[src/adcrt_pkg.sv]
// Package for the converter result and trigger register block
package adcrt_pkg;
	// ==========================================================
	// Register word indices, byte address is four times the index
	localparam int         ADDR_W              = 10;
	localparam logic [7:0] RESULT_LOW_ADDR     = 8'h78;
	localparam logic [7:0] RESULT_HIGH_ADDR    = 8'h79;
	localparam logic [7:0] CONTROL_B_ADDR      = 8'h7b;
	localparam logic [7:0] PIN_DISABLE_ADDR    = 8'h7e;
	localparam logic [7:0] CONTROL_A_ADDR      = 8'h80;
	localparam logic [7:0] IRQ_STATUS_ADDR     = 8'h84;
	localparam logic [7:0] IRQ_MASK_ADDR       = 8'h88;
	// ==========================================================
	// Field positions and widths
	localparam int RESULT_W          = 10;
	localparam int TRIG_SEL_W        = 3;
	localparam int PIN_COUNT         = 6;
	localparam int SOURCE_COUNT      = 8;
	localparam int CMP_MUX_BIT       = 6;
	localparam int CTRL_ENABLE_BIT   = 0;
	localparam int CTRL_AUTO_BIT     = 1;
	localparam int CTRL_LEFT_BIT     = 2;
	localparam int IRQ_W             = 2;
	localparam int IRQ_DONE_BIT      = 0;
	localparam int IRQ_TRIG_BIT      = 1;
	// ==========================================================
	// Reset values
	localparam logic [7:0] BYTE_RESET = 8'h00;
	// ==========================================================
	// AXI response codes
	localparam logic [1:0] RESP_OKAY   = 2'h0;
	localparam logic [1:0] RESP_SLVERR = 2'h2;
	// ==========================================================
	// Trigger source encodings
	typedef enum logic [2:0] {
		ADCRT_FREE_RUN  = 3'h0,
		ADCRT_ANA_CMP   = 3'h1,
		ADCRT_EXT_INT0  = 3'h2,
		ADCRT_T0_CMP_A  = 3'h3,
		ADCRT_T0_OVF    = 3'h4,
		ADCRT_T1_CMP_B  = 3'h5,
		ADCRT_T1_OVF    = 3'h6,
		ADCRT_T1_CAPT   = 3'h7
	} adcrt_trig_t;
	// ==========================================================
	// Converter result carrier
	typedef struct packed {
		logic                valid;
		logic [RESULT_W-1:0] data;
	} adcrt_result_t;
endpackage : adcrt_pkg

[src/adcrt_regs.sv]
// Result, trigger and pin input disable registers on AXI4-Lite
// Notes on behaviour
// RULE_01 - Completed unlocked conversion loads the 10-bit result into result bytes.
// RULE_02 - Right adjust: high byte holds bits 9:8, low byte bits 7:0.
// RULE_03 - Left adjust: high byte bits 9:2, low byte bits 7:6 hold 1:0.
// RULE_04 - Reading low byte locks result until the high byte is read.
// RULE_05 - Software reads low byte first; high alone suffices if left adjusted.
// RULE_06 - Both result bytes are read-only and reset to zero.
// RULE_07 - Trigger source only acts when auto trigger is enabled.
// RULE_08 - Auto conversion starts on rising edge of selected flag.
// RULE_09 - Switching selection from clear to set flag gives a trigger edge.
// RULE_10 - Selecting free running never itself produces a trigger event.
// RULE_11 - Trigger source encoding follows the fixed eight-entry table.
// RULE_12 - Software writes zero to control bits 7 and 5:3; they read zero.
// RULE_13 - Set disable bit turns off pin input buffer; pin reads zero.
// RULE_14 - Software writes zero to pin disable bits 7:6.
// RULE_15 - Software should disable inputs of analog-only pins to save power.
// RULE_16 - Channels 6 and 7 have no input buffer and no disable bit.
// RULE_17 - Left adjust change alters result presentation at once.
// RULE_18 - With auto trigger set, a positive selected edge starts conversion.
// RULE_19 - Conversion finishing while locked does not overwrite the result.
//
// Our own choice: the AXI4-Lite slave port.
`timescale 1ns/1ns
module adcrt_regs #(
	parameter int PIN_COUNT = adcrt_pkg::PIN_COUNT
) (
	// Clock and reset
	input  wire logic                    CLOCK_IN,
	input  wire logic                    SRST_IN,
	// AXI4-Lite write address and data
	input  wire logic                    AWVALID_IN,
	output logic                         AWREADY_OUT,
	input  wire logic [adcrt_pkg::ADDR_W-1:0] AWADDR_IN,
	input  wire logic                    WVALID_IN,
	output logic                         WREADY_OUT,
	input  wire logic [31:0]             WDATA_IN,
	input  wire logic [3:0]              WSTRB_IN,
	// AXI4-Lite write response
	output logic                         BVALID_OUT,
	input  wire logic                    BREADY_IN,
	output logic [1:0]                   BRESP_OUT,
	// AXI4-Lite read
	input  wire logic                    ARVALID_IN,
	output logic                         ARREADY_OUT,
	input  wire logic [adcrt_pkg::ADDR_W-1:0] ARADDR_IN,
	output logic                         RVALID_OUT,
	input  wire logic                    RREADY_IN,
	output logic [31:0]                  RDATA_OUT,
	output logic [1:0]                   RRESP_OUT,
	// Conversion engine
	input  wire adcrt_pkg::adcrt_result_t RESULT_IN,
	input  wire logic                    BUSY_IN,
	output logic                         START_OUT,
	output logic                         ENABLE_OUT,
	output logic                         CMP_MUX_ENABLE_OUT,
	// Peripheral event flags, index by trigger source
	input  wire logic [7:0]              EVENT_FLAGS_IN,
	// Analog pins
	input  wire logic [PIN_COUNT-1:0]    PIN_RAW_IN,
	output logic [PIN_COUNT-1:0]         PIN_VALUE_OUT,
	output logic [PIN_COUNT-1:0]         PIN_BUFFER_ENABLE_OUT,
	// Interrupt
	output logic                         IRQ_OUT
);
	// ==========================================================
	// State
	logic [9:0]            result;
	logic                  locked;
	logic [2:0]            trig_sel;
	logic                  cmp_mux;
	logic [PIN_COUNT-1:0]  pin_dis;
	logic [2:0]            ctrl;
	logic [1:0]            irq_stat;
	logic [1:0]            irq_mask;
	logic                  trig_prev;
	logic                  aw_held;
	logic                  w_held;
	logic [7:0]            aw_addr;
	logic [31:0]           w_data;
	logic [3:0]            w_strb;
	logic                  bvalid;
	logic [1:0]            bresp;
	logic                  rvalid;
	logic [31:0]           rdata;
	logic [1:0]            rresp;
	logic                  start;
	logic [PIN_COUNT-1:0]  pin_s1;
	logic [PIN_COUNT-1:0]  pin_s2;
	logic [PIN_COUNT-1:0]  pin_val;
	logic [9:0]            next_result;
	logic                  next_locked;
	logic [2:0]            next_trig_sel;
	logic                  next_cmp_mux;
	logic [PIN_COUNT-1:0]  next_pin_dis;
	logic [2:0]            next_ctrl;
	logic [1:0]            next_irq_stat;
	logic [1:0]            next_irq_mask;
	logic                  next_trig_prev;
	logic                  next_aw_held;
	logic                  next_w_held;
	logic [7:0]            next_aw_addr;
	logic [31:0]           next_w_data;
	logic [3:0]            next_w_strb;
	logic                  next_bvalid;
	logic [1:0]            next_bresp;
	logic                  next_rvalid;
	logic [31:0]           next_rdata;
	logic [1:0]            next_rresp;
	logic                  next_start;
	logic [PIN_COUNT-1:0]  next_pin_val;
	// ==========================================================
	// Combinational helpers
	logic       do_write;
	logic       do_read;
	logic       trig_level;
	logic       trig_edge;
	logic [7:0] low_byte;
	logic [7:0] high_byte;
	logic       left;
	always_comb begin
		left = ctrl[adcrt_pkg::CTRL_LEFT_BIT];
		if (left) begin                                              // [RULE_03] [RULE_17]
			high_byte = result[9:2];
			low_byte  = {result[1:0], 6'h00};
		end else begin                                               // [RULE_02]
			high_byte = {6'h00, result[9:8]};
			low_byte  = result[7:0];
		end
		// Free running selects no flag, so no edge can appear
		if (adcrt_pkg::adcrt_trig_t'(trig_sel) == adcrt_pkg::ADCRT_FREE_RUN) begin
			trig_level = 1'b0;                                       // [RULE_10]
		end else begin
			trig_level = EVENT_FLAGS_IN[trig_sel];                   // [RULE_11] [RULE_09]
		end
		trig_edge = trig_level && !trig_prev;                        // [RULE_08]
		do_write  = aw_held && w_held && !bvalid;
		do_read   = ARVALID_IN && !rvalid;
	end
	// ==========================================================
	// Next state
	always_comb begin
		next_result    = result;
		next_locked    = locked;
		next_trig_sel  = trig_sel;
		next_cmp_mux   = cmp_mux;
		next_pin_dis   = pin_dis;
		next_ctrl      = ctrl;
		next_irq_stat  = irq_stat;
		next_irq_mask  = irq_mask;
		next_trig_prev = trig_level;
		next_aw_held   = aw_held;
		next_w_held    = w_held;
		next_aw_addr   = aw_addr;
		next_w_data    = w_data;
		next_w_strb    = w_strb;
		next_bvalid    = bvalid && !BREADY_IN;
		next_bresp     = bresp;
		next_rvalid    = rvalid && !RREADY_IN;
		next_rdata     = rdata;
		next_rresp     = rresp;
		next_start     = 1'b0;
		next_pin_val   = pin_s2 & ~pin_dis;                          // [RULE_13]
		if (AWVALID_IN && !aw_held) begin
			next_aw_held = 1'b1;
			next_aw_addr = AWADDR_IN[adcrt_pkg::ADDR_W-1:2];
		end
		if (WVALID_IN && !w_held) begin
			next_w_held = 1'b1;
			next_w_data = WDATA_IN;
			next_w_strb = WSTRB_IN;
		end
		// Write completion
		if (do_write) begin
			next_aw_held = 1'b0;
			next_w_held  = 1'b0;
			next_bvalid  = 1'b1;
			next_bresp   = adcrt_pkg::RESP_OKAY;
			if (w_strb[0]) begin
				case (aw_addr)
					adcrt_pkg::CONTROL_B_ADDR: begin
						next_trig_sel = w_data[2:0];                 // [RULE_12]
						next_cmp_mux  = w_data[adcrt_pkg::CMP_MUX_BIT];
					end
					adcrt_pkg::PIN_DISABLE_ADDR: begin
						next_pin_dis = w_data[PIN_COUNT-1:0];        // [RULE_16]
					end
					adcrt_pkg::CONTROL_A_ADDR: begin
						next_ctrl = w_data[2:0];
					end
					adcrt_pkg::IRQ_MASK_ADDR: begin
						next_irq_mask = w_data[1:0];
					end
					adcrt_pkg::IRQ_STATUS_ADDR: begin
						next_irq_stat = irq_stat & ~w_data[1:0];
					end
					adcrt_pkg::RESULT_LOW_ADDR,
					adcrt_pkg::RESULT_HIGH_ADDR: begin
						next_bresp = adcrt_pkg::RESP_SLVERR;         // [RULE_06]
					end
					default: begin
						next_bresp = adcrt_pkg::RESP_SLVERR;
					end
				endcase
			end else if (aw_addr != adcrt_pkg::CONTROL_B_ADDR
					&& aw_addr != adcrt_pkg::PIN_DISABLE_ADDR
					&& aw_addr != adcrt_pkg::CONTROL_A_ADDR
					&& aw_addr != adcrt_pkg::IRQ_MASK_ADDR
					&& aw_addr != adcrt_pkg::IRQ_STATUS_ADDR) begin
				next_bresp = adcrt_pkg::RESP_SLVERR;
			end
		end
		// Read
		if (do_read) begin
			next_rvalid = 1'b1;
			next_rresp  = adcrt_pkg::RESP_OKAY;
			case (ARADDR_IN[adcrt_pkg::ADDR_W-1:2])
				adcrt_pkg::RESULT_LOW_ADDR: begin
					next_rdata  = {24'h000000, low_byte};
					next_locked = 1'b1;                              // [RULE_04]
				end
				adcrt_pkg::RESULT_HIGH_ADDR: begin
					next_rdata  = {24'h000000, high_byte};
					next_locked = 1'b0;                              // [RULE_04]
				end
				adcrt_pkg::CONTROL_B_ADDR: begin
					next_rdata = {24'h000000, 1'b0, cmp_mux, 3'h0, trig_sel};
				end
				adcrt_pkg::PIN_DISABLE_ADDR: begin
					next_rdata = {{(32 - PIN_COUNT){1'b0}}, pin_dis};
				end
				adcrt_pkg::CONTROL_A_ADDR: begin
					next_rdata = {28'h0000000, BUSY_IN, ctrl};
				end
				adcrt_pkg::IRQ_STATUS_ADDR: begin
					next_rdata = {30'h00000000, irq_stat};
				end
				adcrt_pkg::IRQ_MASK_ADDR: begin
					next_rdata = {30'h00000000, irq_mask};
				end
				default: begin
					next_rdata = 32'h00000000;
					next_rresp = adcrt_pkg::RESP_SLVERR;
				end
			endcase
		end
		// Result capture, skipped while locked
		// A low byte read in the same cycle locks first
		if (RESULT_IN.valid && !locked && !next_locked) begin        // [RULE_19]
			next_result = RESULT_IN.data;                            // [RULE_01]
		end
		if (RESULT_IN.valid) begin
			next_irq_stat[adcrt_pkg::IRQ_DONE_BIT] = 1'b1;           // [RULE_19]
		end
		// Auto trigger
		if (ctrl[adcrt_pkg::CTRL_AUTO_BIT] && ctrl[adcrt_pkg::CTRL_ENABLE_BIT]
				&& trig_edge) begin
			next_start = 1'b1;                                       // [RULE_07] [RULE_18]
			next_irq_stat[adcrt_pkg::IRQ_TRIG_BIT] = 1'b1;
		end
	end
	// ==========================================================
	// Registers
	always_ff @(posedge CLOCK_IN) begin
		pin_s1 <= PIN_RAW_IN;
		pin_s2 <= pin_s1;
		if (SRST_IN) begin
			result    <= 10'h000;                                    // [RULE_06]
			locked    <= 1'b0;
			trig_sel  <= adcrt_pkg::BYTE_RESET[2:0];
			cmp_mux   <= 1'b0;
			pin_dis   <= '0;
			ctrl      <= 3'h0;
			irq_stat  <= 2'h0;
			irq_mask  <= 2'h0;
			trig_prev <= 1'b0;
			aw_held   <= 1'b0;
			w_held    <= 1'b0;
			aw_addr   <= 8'h00;
			w_data    <= 32'h00000000;
			w_strb    <= 4'h0;
			bvalid    <= 1'b0;
			bresp     <= 2'h0;
			rvalid    <= 1'b0;
			rdata     <= 32'h00000000;
			rresp     <= 2'h0;
			start     <= 1'b0;
			pin_val   <= '0;
		end else begin
			result    <= next_result;
			locked    <= next_locked;
			trig_sel  <= next_trig_sel;
			cmp_mux   <= next_cmp_mux;
			pin_dis   <= next_pin_dis;
			ctrl      <= next_ctrl;
			irq_stat  <= next_irq_stat;
			irq_mask  <= next_irq_mask;
			trig_prev <= next_trig_prev;
			aw_held   <= next_aw_held;
			w_held    <= next_w_held;
			aw_addr   <= next_aw_addr;
			w_data    <= next_w_data;
			w_strb    <= next_w_strb;
			bvalid    <= next_bvalid;
			bresp     <= next_bresp;
			rvalid    <= next_rvalid;
			rdata     <= next_rdata;
			rresp     <= next_rresp;
			start     <= next_start;
			pin_val   <= next_pin_val;
		end
	end
	// ==========================================================
	// Outputs
	assign AWREADY_OUT           = !aw_held;
	assign WREADY_OUT            = !w_held;
	assign BVALID_OUT            = bvalid;
	assign BRESP_OUT             = bresp;
	assign ARREADY_OUT           = !rvalid;
	assign RVALID_OUT            = rvalid;
	assign RDATA_OUT             = rdata;
	assign RRESP_OUT             = rresp;
	assign START_OUT             = start;
	assign ENABLE_OUT            = ctrl[adcrt_pkg::CTRL_ENABLE_BIT];
	assign CMP_MUX_ENABLE_OUT    = cmp_mux;
	assign PIN_VALUE_OUT         = pin_val;
	assign PIN_BUFFER_ENABLE_OUT = ~pin_dis;                         // [RULE_13]
	assign IRQ_OUT               = |(irq_stat & irq_mask);
endmodule : adcrt_regs

[config.mk]
export PLATFORM = sky130hd
export DESIGN_NAME = adcrt_regs
export DESIGN_NICKNAME = d
export VERILOG_FILES = /design/src/adcrt_pkg.sv /design/src/adcrt_regs.sv
export SDC_FILE = /design/constraint.sdc
export NUM_CORES = 1
export LEC_CHECK = 0
export ABC_AREA = 1
export BUFFER_PORTS_ARGS = -buffer_cell sky130_fd_sc_hd__buf_4
export CAP_MARGIN = 20
export CORE_ASPECT_RATIO = 0.7
export CORE_MARGIN = 4
export CORE_UTILIZATION = 34
export DETAILED_ROUTE_END_ITERATION = 7
export PLACE_DENSITY = 0.6
export SYNTH_ARGS = -nofsm -noshare
export SYNTH_HDL_FRONTEND = slang
export SYNTH_SLANG_ARGS = --single-unit
export TNS_END_PERCENT = 20
[constraint.sdc]
create_clock -name CLOCK_IN -period 1.5 [get_ports CLOCK_IN]
set_input_delay 0.15 -clock CLOCK_IN [delete_from_list [all_inputs] [get_ports CLOCK_IN]]
set_output_delay 0.15 -clock CLOCK_IN [all_outputs]
set_load 0.02 [all_outputs]
# == Word-level counts from Yosys, hierarchy flattened ==
# Index checks and enable logic that the tools add are counted.
# totals
register_bits,104
wordCells,109
# classes
n_lt_le_gt_ge,1
n_eq_ne,17
mux,20
n_bitwise,5
n_reduce_logical,42
# op_table
cell,count
$pmux 8 s7,1
$eq 8x7->1 const B,6
$eq 8x8->1 const B,6
$ne 8x8->1 const B,3
$reduce_and 3->1,6
$logic_and 1x1->1,16
$mux 8,2
$ne 8x7->1 const B,2
$mux 2,7
$reduce_bool 2->1,6
$logic_not 1->1,9
$mux 1,8
$reduce_or 7->1,1
$and 6x6->6,1
$not 6->6,1
$reduce_or 5->1,1
$and 2x2->2,2
$lt 3x4->1 const B,1
$reduce_or 2->1,2
$bmux 1 s3,1
$logic_not 3->1,1
$not 2->2,1
$pmux 1 s2,1

# == Depth between registers and ports, before layout ==
# Gate-level depths: netlist (run 1).
# depth
ltp_word,7
ltp_mapped,10

# == Worst setup path after synthesis (run 1) ==
# Ideal clock, no wire load.
# synth_path
path_kind,flip-flop to flip-flop
start,register rvalid (netlist: RVALID_OUT)
end,register result[4]
setup_time_ps,132
arrival_time_ps,1327
required_time_ps,1368
setup_slack_ps,41
path_stages_with_launch,9
synth_period_minus_slack_ps,1459
path_cell_list,dfxtp_1 > inv_2 > nand2_2 > inv_1 > nand3_4 > nand3_4 > buf_6 > nand2_2 > a21oi_2
# synth_via
elab_chain_len,5
# synth_lines
item,line_no,text
"start, declared",adcrt_regs.sv:84,logic rvalid;
"start signal, assigned",adcrt_regs.sv:306,rvalid <= next_rvalid;
$logic_not 1->1,-,
net ARREADY_OUT,adcrt_regs.sv:45,"output logic ARREADY_OUT,"
$logic_and 1x1->1,adcrt_regs.sv:138,do_read = ARVALID_IN && !rvalid;
$mux 1,adcrt_regs.sv:214,if (do_read) begin
$logic_not 1->1,adcrt_regs.sv:249,if (RESULT_IN.valid && !locked && !next_locked) begin
$logic_and 1x1->1,adcrt_regs.sv:249,
"end signal, assigned",adcrt_regs.sv:290,result <= next_result;
"end, declared",adcrt_regs.sv:68,logic [9:0] result;
# The timed path passes the listed nets, and every way through them passes these cells.
# A chain may end at the register's enable or synchronous reset.

# == Worst setup path after layout (run 1) ==
# layout_path
start,register aw_addr[6]
end,register trig_sel[1]
# layout_via
elab_chain_len,2
# layout_lines
item,line_no,text
"start, declared",adcrt_regs.sv:79,logic [7:0] aw_addr;
"start signal, assigned",adcrt_regs.sv:301,aw_addr <= next_aw_addr;
$eq 8x7->1,adcrt_regs.sv:180,case (aw_addr)
$reduce_and 3->1 (no source line),-,
"end signal, assigned",adcrt_regs.sv:270,trig_sel <= adcrt_pkg::BYTE_RESET[2:0];
"end signal, assigned",adcrt_regs.sv:292,trig_sel <= next_trig_sel;
"end, declared",adcrt_regs.sv:70,logic [2:0] trig_sel;
# Every way passes these cells.

==> results of run 1 <==
[stage by stage]
step / util, % / power, uW
after floorplan: - / 2630
after CTS: 45.1 / 4830
after detailed placement: 41.9 / 2810
after global routing: 45.5 / 5020
final: 45.5 / 4780
after global placement: 41.9 / 2800
[critical path, delay by kind of cell (launching register included)]
family        cells  cell delay (ns)
flops             1             0.35
simple gates      7             0.98
[path summary, 6_finish.rpt]
check                           cells after the start  slack [ns]       start           to
worst max-delay path                                7        0.08  aw_addr[6]  trig_sel[1]
worst min-delay path                                2        0.03   BREADY_IN   BVALID_OUT
worst max register to register                      7        0.08  aw_addr[6]  trig_sel[1]
worst min register to register                      0        0.32   pin_s1[1]    pin_s2[1]
[what timing repair did]
item	4_1_cts	5_1_grt
gates resized for setup	0	5
endpoints found under the hold margin	6	0
setup buffers	0	3
hold buffers	6	0
setup endpoints to repair	0	9
[metal layers]
layer / wire [um] / GRT usage, %
met5: 0 / 0
met4: 46 / 3.34
met3: 943 / 6.31
met2: 3780 / 22.1
met1: 4230 / 21.7
[cell families (layout without fill, tap and decap cells)]
| logic type | after synthesis | after routing | share of synthesized area [%] |
|---|---|---|---|
| DFF | 78 | 78 | 43.7 |
| AOI/OAI and AO/OA | 70 | 70 | 10.8 |
| and+or+nand+nor | 257 | 257 | 32.7 |
| other | 1 | 26 | 0.105 |
| buffers and inverters | 92 | 173 | 12.7 |
[cell type report]
type                       count  area share [%]
multi-input combinational    353            35.5
sequential                    78            33.2
timing repair buffer         108            17.8
clock buffer                  11            5.38
inverter                      51            4.07
tap                          132            3.52
clock inverter                 3           0.453
[layout by cell type (no fill, tap or decap), drive strengths merged, types with 2 or more instances in the layout]
cell / count
nand2: 115
clkinv: 2
a21oi: 38
dfxtp: 78
nor4: 2
o21ai: 27
nand4: 7
dlygate4sd3: 6
or2: 2
o21a: 2
clkbuf: 11
inv: 51
buf: 102
nor3: 2
conb: 26
nor2: 86
nand3: 42
[sequential cells by signal (all words and copies together) (netlist names)]
register	count
RRESP_OUT	1
irq_mask	2
aw_held	1
BVALID_OUT	1
RVALID_OUT	1
irq_stat	2
pin_s2	6
ctrl	3
START_OUT	1
BRESP_OUT	1
pin_dis	6
PIN_VALUE_OUT	6
w_held	1
result	10
locked	1
w_strb	1
CMP_MUX_ENABLE_OUT	1
w_data	7
pin_s1	6
RDATA_OUT	8
trig_prev	1
trig_sel	3
aw_addr	8
[power groups by stage]
stage / clock [uW] / combinational [uW] / sequential (uW)
finish: 1990 / 568 / 2220
global route: 2160 / 638 / 2230
CTS: 2050 / 565 / 2220
detailed placement: 0 / 550 / 2260
global placement: 0 / 542 / 2260
floorplan: 0 / 359 / 2270
==> flow_summary.toml, run 1 <==
[logic_synthesis]
syn_inst = 498
synth_edf_count = 0
synth_commonest_cells = "nand2_1 (107), dfxtp_1 (78), nor2_1 (73)"
yosys.cell_count.top_type = "nand2_1"
yosysTopAreaCell = "dfxtp_1"
syn_area_um2 = 3570
avgSynthCellArea_um2 = 7.18
ys_ff_latch = 78
yosys_warnings = 0
async_flop_share_pct = 0
yosysUniqueCellTypes = 34
synthFlopType = "dfxtp_1"
ys_seq_area_share_pct = 43.7
synth_area_leaders = "dfxtp_1 (44%), nand2_1 (11%), nor2_1 (7.7%)"
synth_top_area_share_pct = 43.7

[critical_path]
worstPathArrival_ns = 1.66
critPathKind = "flip-flop to flip-flop"
crit_fanout = 8
cp_common_cell = "nand2_1"
cp_slowest_stage_delay_ns = 0.35
endpoint_kind = "flip-flop"
critical_path_required_ns = 1.73
startpoint_type = "flip-flop"
cpMaxStageDelayCell = "dfxtp_1"
path_cells = "nand4_1 -> nor3_2 -> nand3_2 -> nor2_4 -> nand2_1 -> nand2_1 -> nor2_1"

[timing]
fin_crit_sh_pct = 94.9
final.setup.tns_ns = 0
rsz0062_at_grt = "yes"
fmax_mhz = 702
skew_ns = 0.00716
final.setup.worst_slack_ns = 0.0764
report.final.slew_viol_count = 0
hold_viol_final = 0
setup-violations-final = 0
final.min_clock_period_ns = 1.42
hold_ws_ns = 0.0254

[global_route]
grt_max_degree = 33
grt_pass1_wl_mm = 15.0
antenna_found_initial = 0
gr-total-overflow = 0
grt_pass1_vias = 3169
grt_usage_pct = 15.4

[placed_design]
dp.cells = 713
placed_area_um2 = 4320
pre_cts_slack_ns = 0.0241
dp_hpwl_mm = 6.95
port_buffers = 86
gp_congestion = 0.835

[layout]
drive_gt1_share_pct = 25.7
num_antenna_cells = 0
seqCellArea_um2 = 1560
area_growth_pct = 31.5
fillers = 1034
fin_cells = 736
final_area_um2 = 4700
fin_nets = 690
multi_input_area_um2 = 1670

[floorplanning]
die_x_um = 131
io_pins = 146
start_util_pct = 34.6
fp-row-count = 31
die-area_um2 = 12200
coreArea_um2 = 10300
die_h_um = 93.8

[drt]
wl_mm = 9.00
drtAntennaViolNets = 0
first_pass_iters = 4
viasPerCell = 4.51
vias = 3322
drc = 0
dr.first_iter.drc_count = 200
avgRoutedWirePerCell_um = 12.2

[power_and_ir_drop]
switching_share_pct = 24.9
p_leak_uw = 0.00219
pwr-share-clk_pct = 41.7
switching_power_uw = 1190
seqPwrFrac_pct = 46.4
p_comb_share_pct = 11.9
internal_power_uw = 3590
vdd.ir_drop.worst_mv = 0.604
pwr_density_cell_nw_per_um2 = 1020

[clock_network]
tritoncts = "yes"
clk_path_buf_depth = 2
htree_levels = 3
root_buffer = "clkbuf_16"
clk_pin_slew_ns = 0.06
clk_latency_ns = 0.33
cts.sinks = 78
cts_made_buffers = 9

[status]
status = "finished clean"

[hold_path]
hold_path.class = "input port to flip-flop"

[job]
cap_violations = 0
(Power assumes the default switching activity.)
==> inputs of run 2 (changes only) <==
--- a/config.mk
+++ b/config.mk
@@ -5,7 +5,6 @@
 export SDC_FILE = /design/constraint.sdc
 export NUM_CORES = 1
 export LEC_CHECK = 0
-export ABC_AREA = 1
 export BUFFER_PORTS_ARGS = -buffer_cell sky130_fd_sc_hd__buf_4
 export CAP_MARGIN = 20
 export CORE_ASPECT_RATIO = 0.7
==> run 2 against run 1 <==
- clock skew is 0.0028 ns higher
- critical endpoint is now RDATA_OUT[1]
- clock-buffer cell count fell by 2
- via count shrank 9.0%
- final cell count down 16%
- critical path type unchanged
- largest power group is now the clock network
- die area shrank 1.8%
==> flow_summary.toml, run 2 <==
[power_and_ir_drop]
seqPwrFrac_pct = 44.0
switching_power_uw = 1280
switching_share_pct = 25.5
pwr-share-clk_pct = 45.0
pwr_density_cell_nw_per_um2 = 1070
internal_power_uw = 3740
p_comb_share_pct = 11.0
vdd.ir_drop.worst_mv = 0.669
p_leak_uw = 0.00208

[critical_path]
cp_slowest_stage_delay_ns = 0.31
crit_fanout = 2
path_cells = "mux2_4 -> a211o_1 -> a221o_1 -> a22o_1"
cpMaxStageDelayCell = "dfxtp_1"
startpoint_type = "flip-flop"
endpoint_kind = "flip-flop"
worstPathArrival_ns = 1.72
critical_path_required_ns = 1.73
critPathKind = "flip-flop to flip-flop"

[layout]
final_core_util_pct = 47.8
seqCellArea_um2 = 1570
num_antenna_cells = 0
fin_cells = 615
fin_nets = 571
final_area_um2 = 4720
largest_register = "result"
multi_input_area_um2 = 1710
final_common_cell = "buf_4"
final_cell_mix = "buf_4 (114), dfxtp_1 (74), nor2_1 (34)"
drive_gt1_share_pct = 30.4
largest_reg_flops = 10
fillers = 929
area_growth_pct = 34.6

[hold_path]
hold_path.class = "input port to flip-flop"

[global_route]
antenna_found_initial = 0
grt_usage_pct = 15.6
grt_max_degree = 24
grt_pass1_vias = 2957
gr-total-overflow = 0
grt_pass1_wl_mm = 14.8

[floorplanning]
start_util_pct = 35.5
die-area_um2 = 12000
die_h_um = 92.9
die_x_um = 129
io_pins = 146
coreArea_um2 = 9870
fp-row-count = 30

[clock_network]
htree_levels = 3
clk_path_buf_depth = 2
cts_made_buffers = 9
clk_pin_slew_ns = 0.06
cts.sinks = 78
root_buffer = "clkbuf_16"
clk_latency_ns = 0.34
post-cts-setup-buffers = 0
tritoncts = "yes"

[logic_synthesis]
ys_ff_latch = 78
ys_seq_area_share_pct = 44.6
syn_area_um2 = 3500
synth_edf_count = 0
yosysUniqueCellTypes = 49
synth_top_area_share_pct = 44.6
avgSynthCellArea_um2 = 9.37
syn_inst = 374
yosys.cell_count.top_type = "dfxtp_1"
synthFlopType = "dfxtp_1"
yosysTopAreaCell = "dfxtp_1"
async_flop_share_pct = 0
yosys_warnings = 0
synth_area_leaders = "dfxtp_1 (45%), mux2i_1 (7.4%), buf_4 (5.6%)"
synth_commonest_cells = "dfxtp_1 (78), nor2_1 (34), buf_4 (26), mux2i_1 (26), a21oi_1 (25)"

[drt]
first_pass_iters = 5
avgRoutedWirePerCell_um = 14.9
viasPerCell = 4.91
vias = 3022
drc = 0
wl_mm = 9.19
dr.first_iter.drc_count = 139
drtAntennaViolNets = 0

[timing]
fin_crit_sh_pct = 99.6
final.min_clock_period_ns = 1.49
setup-violations-final = 0
hold_viol_final = 0
hold_ws_ns = 0.0140
rsz0062_at_grt = "yes"
report.final.slew_viol_count = 0
fmax_mhz = 669
skew_ns = 0.00992

[placed_design]
placed_area_um2 = 4310
gp_congestion = 0.808
dp_hpwl_mm = 7.08
port_buffers = 86
dp.cells = 593

[status]
status = "finished clean"

[job]
cap_violations = 0
run 2: cell count changes after synthesis, sizes merged, moves of 13 or more:
cell | previous run | this run
nor2 | 86 | 34
and3 | 0 | 13
mux2i | 0 | 26
a21oi | 38 | 25
inv | 51 | 13
nand2 | 115 | 8
nand3 | 42 | 23
run 2: cells by family after synthesis:
family | share of synthesized area (%)
compound gates | 14.8
simple gates | 21.3
other cells | 0.107
mux | 9.14
flops | 44.6
buf+inv | 10.2
run 2: worst max-delay path, delay by kind of cell (launching register included):
family          cells  cell delay (ns)
compound gates      3             0.78
flops               1             0.31
mux                 1             0.29
run 2: path summary, 6_finish.rpt:
kind	start	end	slack, ns	depth (start not counted)
max	result[1]	RDATA_OUT[1]	0.006	4
min	AWVALID_IN	aw_held	0.01	2
max reg2reg	result[1]	RDATA_OUT[1]	0.006	4
min reg2reg	pin_s1[2]	pin_s2[2]	0.33	0
run 2: through the flow:
step / setup TNS, ns / worst slack, ns / total power [uW]
after floorplan: 0 / 0.0706 / 2590
after global placement: -0.0136 / -0.0104 / 2770
after detailed placement: -0.109 / -0.0230 / 2790
after CTS: 0 / 0.0177 / 5060
after global routing: -0.0651 / -0.0223 / 5230
final: 0 / 0.00578 / 5020
run 2: cell type report:
class	count	area share (%)
tap	128	3.40
multi-input combinational	260	36.2
timing repair buffer	120	19.4
clock inverter	7	1.86
sequential	78	33.3
clock buffer	9	4.78
inverter	13	1.03
run 2: routing by layer:
layer  part of all wire, %  track usage (%)  routed length [um]  vias up
met5                     0                0                   0        -
met4                  0.40             3.15                  37        0
met3                   8.5             5.71                 780        7
met2                    43             22.2                3980       99
met1                    48             22.5                4400     1413
li1                      -                -                   -     1503
run 2: repair_timing:
action / CTS / global route
pin swaps: 0 / 0
hold endpoints to repair: 6 / 0
endpoints found under the setup margin: 1 / 13
hold buffers: 6 / 0
gates resized for setup: 1 / 9
run 2: power groups by stage:
stage                     sequential (uW)  clock, uW  combinational (uW)
final                                2210       2260                 550
after global routing                 2220       2400                 602
after CTS                            2210       2310                 546
after detailed placement             2250          0                 531
after global placement               2250          0                 521
after floorplan                      2260          0                 333
==> inputs of run 3 (changes only) <==
--- a/config.mk
+++ b/config.mk
@@ -8,7 +8,7 @@
 export BUFFER_PORTS_ARGS = -buffer_cell sky130_fd_sc_hd__buf_4
 export CAP_MARGIN = 20
 export CORE_ASPECT_RATIO = 0.7
-export CORE_MARGIN = 4
+export CORE_MARGIN = 2
 export CORE_UTILIZATION = 34
 export DETAILED_ROUTE_END_ITERATION = 7
 export PLACE_DENSITY = 0.6
==> run 3 against run 2 <==
- highest routed layer unchanged
- clock-buffer cell count did not move
- first-iteration DRC count increased by 33%
- core utilization decreased by 0.29 points
- sequential power hardly changed
- die area decreased by 7.3%
- combinational power about the same
- final cell count shrank 0.16%
- via count down 0.40%
- flip-flop and latch count did not move
==> flow_summary.toml, run 3 (synthesis gave the netlist of run 2 again) <==
[layout]
fin_cells = 614
fin_nets = 570
largest_register = "result"
final_cell_mix = "buf_4 (111), dfxtp_1 (77), nor2_1 (34)"
final_core_util_pct = 47.5
num_antenna_cells = 0
final_common_cell = "buf_4"
largest_reg_flops = 10
drive_gt1_share_pct = 29.6
area_growth_pct = 33.8

[critical_path]
r2r-start = "result[1]"
crit_family = "compound AO/OA/AOI/OAI gates"
r2r_cells = 4
endpoint_kind = "flip-flop"
crit_buf_inv = 0
worst-path-stages = 4
r2r-end = "RDATA_OUT[1]"
crit_end = "RDATA_OUT[1]"
worstPathArrival_ns = 1.69
startpoint_type = "flip-flop"
critical_path_required_ns = 1.74
startpoint = "result[1]"
path_cells = "mux2_4 -> a211o_1 -> a221o_1 -> a22o_1"
cpMaxStageDelayCell = "dfxtp_1"
critPathKind = "flip-flop to flip-flop"
cp_slowest_stage_delay_ns = 0.31
rrSetupSlack_ns = 0.05
crit_fanout = 2

[global_route]
gr-total-overflow = 0
grt_pass1_wl_mm = 14.7
antenna_found_initial = 0
grt_pass1_vias = 2879
grt_max_degree = 52
grt_usage_pct = 16.9

[drt]
m1WireLength_mm = 4.44
top_layer_used = "met4"
wl_mm = 9.15
avgRoutedWirePerCell_um = 14.9
drc = 0
drtAntennaViolNets = 0
wl_met2_mm = 3.92
dr.first_iter.drc_count = 185
first_pass_iters = 4
vias = 3010
met3_length_um = 683
viasPerCell = 4.90

[placed_design]
dp.cells = 592
port_buffers = 86
gp_congestion = 0.798
dp_hpwl_mm = 6.88

[floorplanning]
io_pins = 146
die_x_um = 125
die-area_um2 = 11100
fp-row-count = 30
die_h_um = 88.9
coreArea_um2 = 9870
start_util_pct = 35.5

[power_and_ir_drop]
total_power_uw = 4930
pwr_density_cell_nw_per_um2 = 1050
vdd.ir_drop.worst_mv = 0.666
p_leak_uw = 0.00207

[status]
status = "finished clean"

[clock_network]
clk_latency_ns = 0.34
root_buffer = "clkbuf_16"
post-cts-setup-buffers = 0
cts_made_buffers = 9
clk_path_buf_depth = 2
cts.sinks = 78
clk_pin_slew_ns = 0.07
htree_levels = 3
tritoncts = "yes"

[timing]
report.final.slew_viol_count = 0
hold_viol_final = 0
rsz0062_at_grt = "yes"
final.setup.tns_ns = 0
final.min_clock_period_ns = 1.45
fin_crit_sh_pct = 96.8
fmax_mhz = 689
skew_ns = 0.00576
setup-violations-final = 0

[job]
cap_violations = 0

[hold_path]
hold_path.class = "input port to flip-flop"
run 3: what timing repair did:
action / in CTS / in global routing
endpoints found under the setup margin: 1 / 5
hold buffers: 6 / 0
resized for setup: 1 / 5
pin swaps: 0 / 1
hold endpoints to repair: 6 / 0
run 3: worst min path at each step:
stage	start	to	cells past startpoint
final	WVALID_IN	w_held	2
after detailed placement	PIN_RAW_IN[0]	pin_s1[0]	1
after floorplan	PIN_RAW_IN[0]	pin_s1[0]	0
after global routing	WVALID_IN	w_held	2
after global placement	PIN_RAW_IN[3]	pin_s1[3]	1
after CTS	AWVALID_IN	aw_held	2
run 3: power breakdown:
part,switching (uW),total (uW),leakage [uW],internal [uW]
combinational,287,550,0.00129,263
sequential,58.7,2210,0.000641,2150
clock,995,2170,0.000147,1180
total,1340,4930,0.00207,3590
run 3: layer usage:
metal / track usage, % / vias to the layer above
met5: 0 / -
met4: 5.35 / 0
met3: 5.57 / 8
met2: 25.9 / 93
met1: 22.9 / 1409
li1: - / 1500
run 3: area by class of cell:
| cell class | count | area (um^2) |
|---|---|---|
| repair buffers | 119 | 925 |
| multi-input cells | 260 | 1690 |
| well taps | 128 | 160 |
| clock inverters | 7 | 68.8 |
| flip-flops and latches | 78 | 1570 |
| clock buffers | 9 | 225 |
| fillers | 972 | 5180 |
| inverters | 13 | 48.8 |
run 3: per-stage QoR:
stage	instance area (um^2)	worst slack, ns	hold WS (ns)
after global routing	4690	-0.00610	0.00351
after floorplan	3600	0.0706	0.178
after CTS	4670	0.0437	0.0000157
after global placement	4310	0.00369	0.254
final	4690	0.0477	0.00921
after detailed placement	4310	-0.0302	0.256
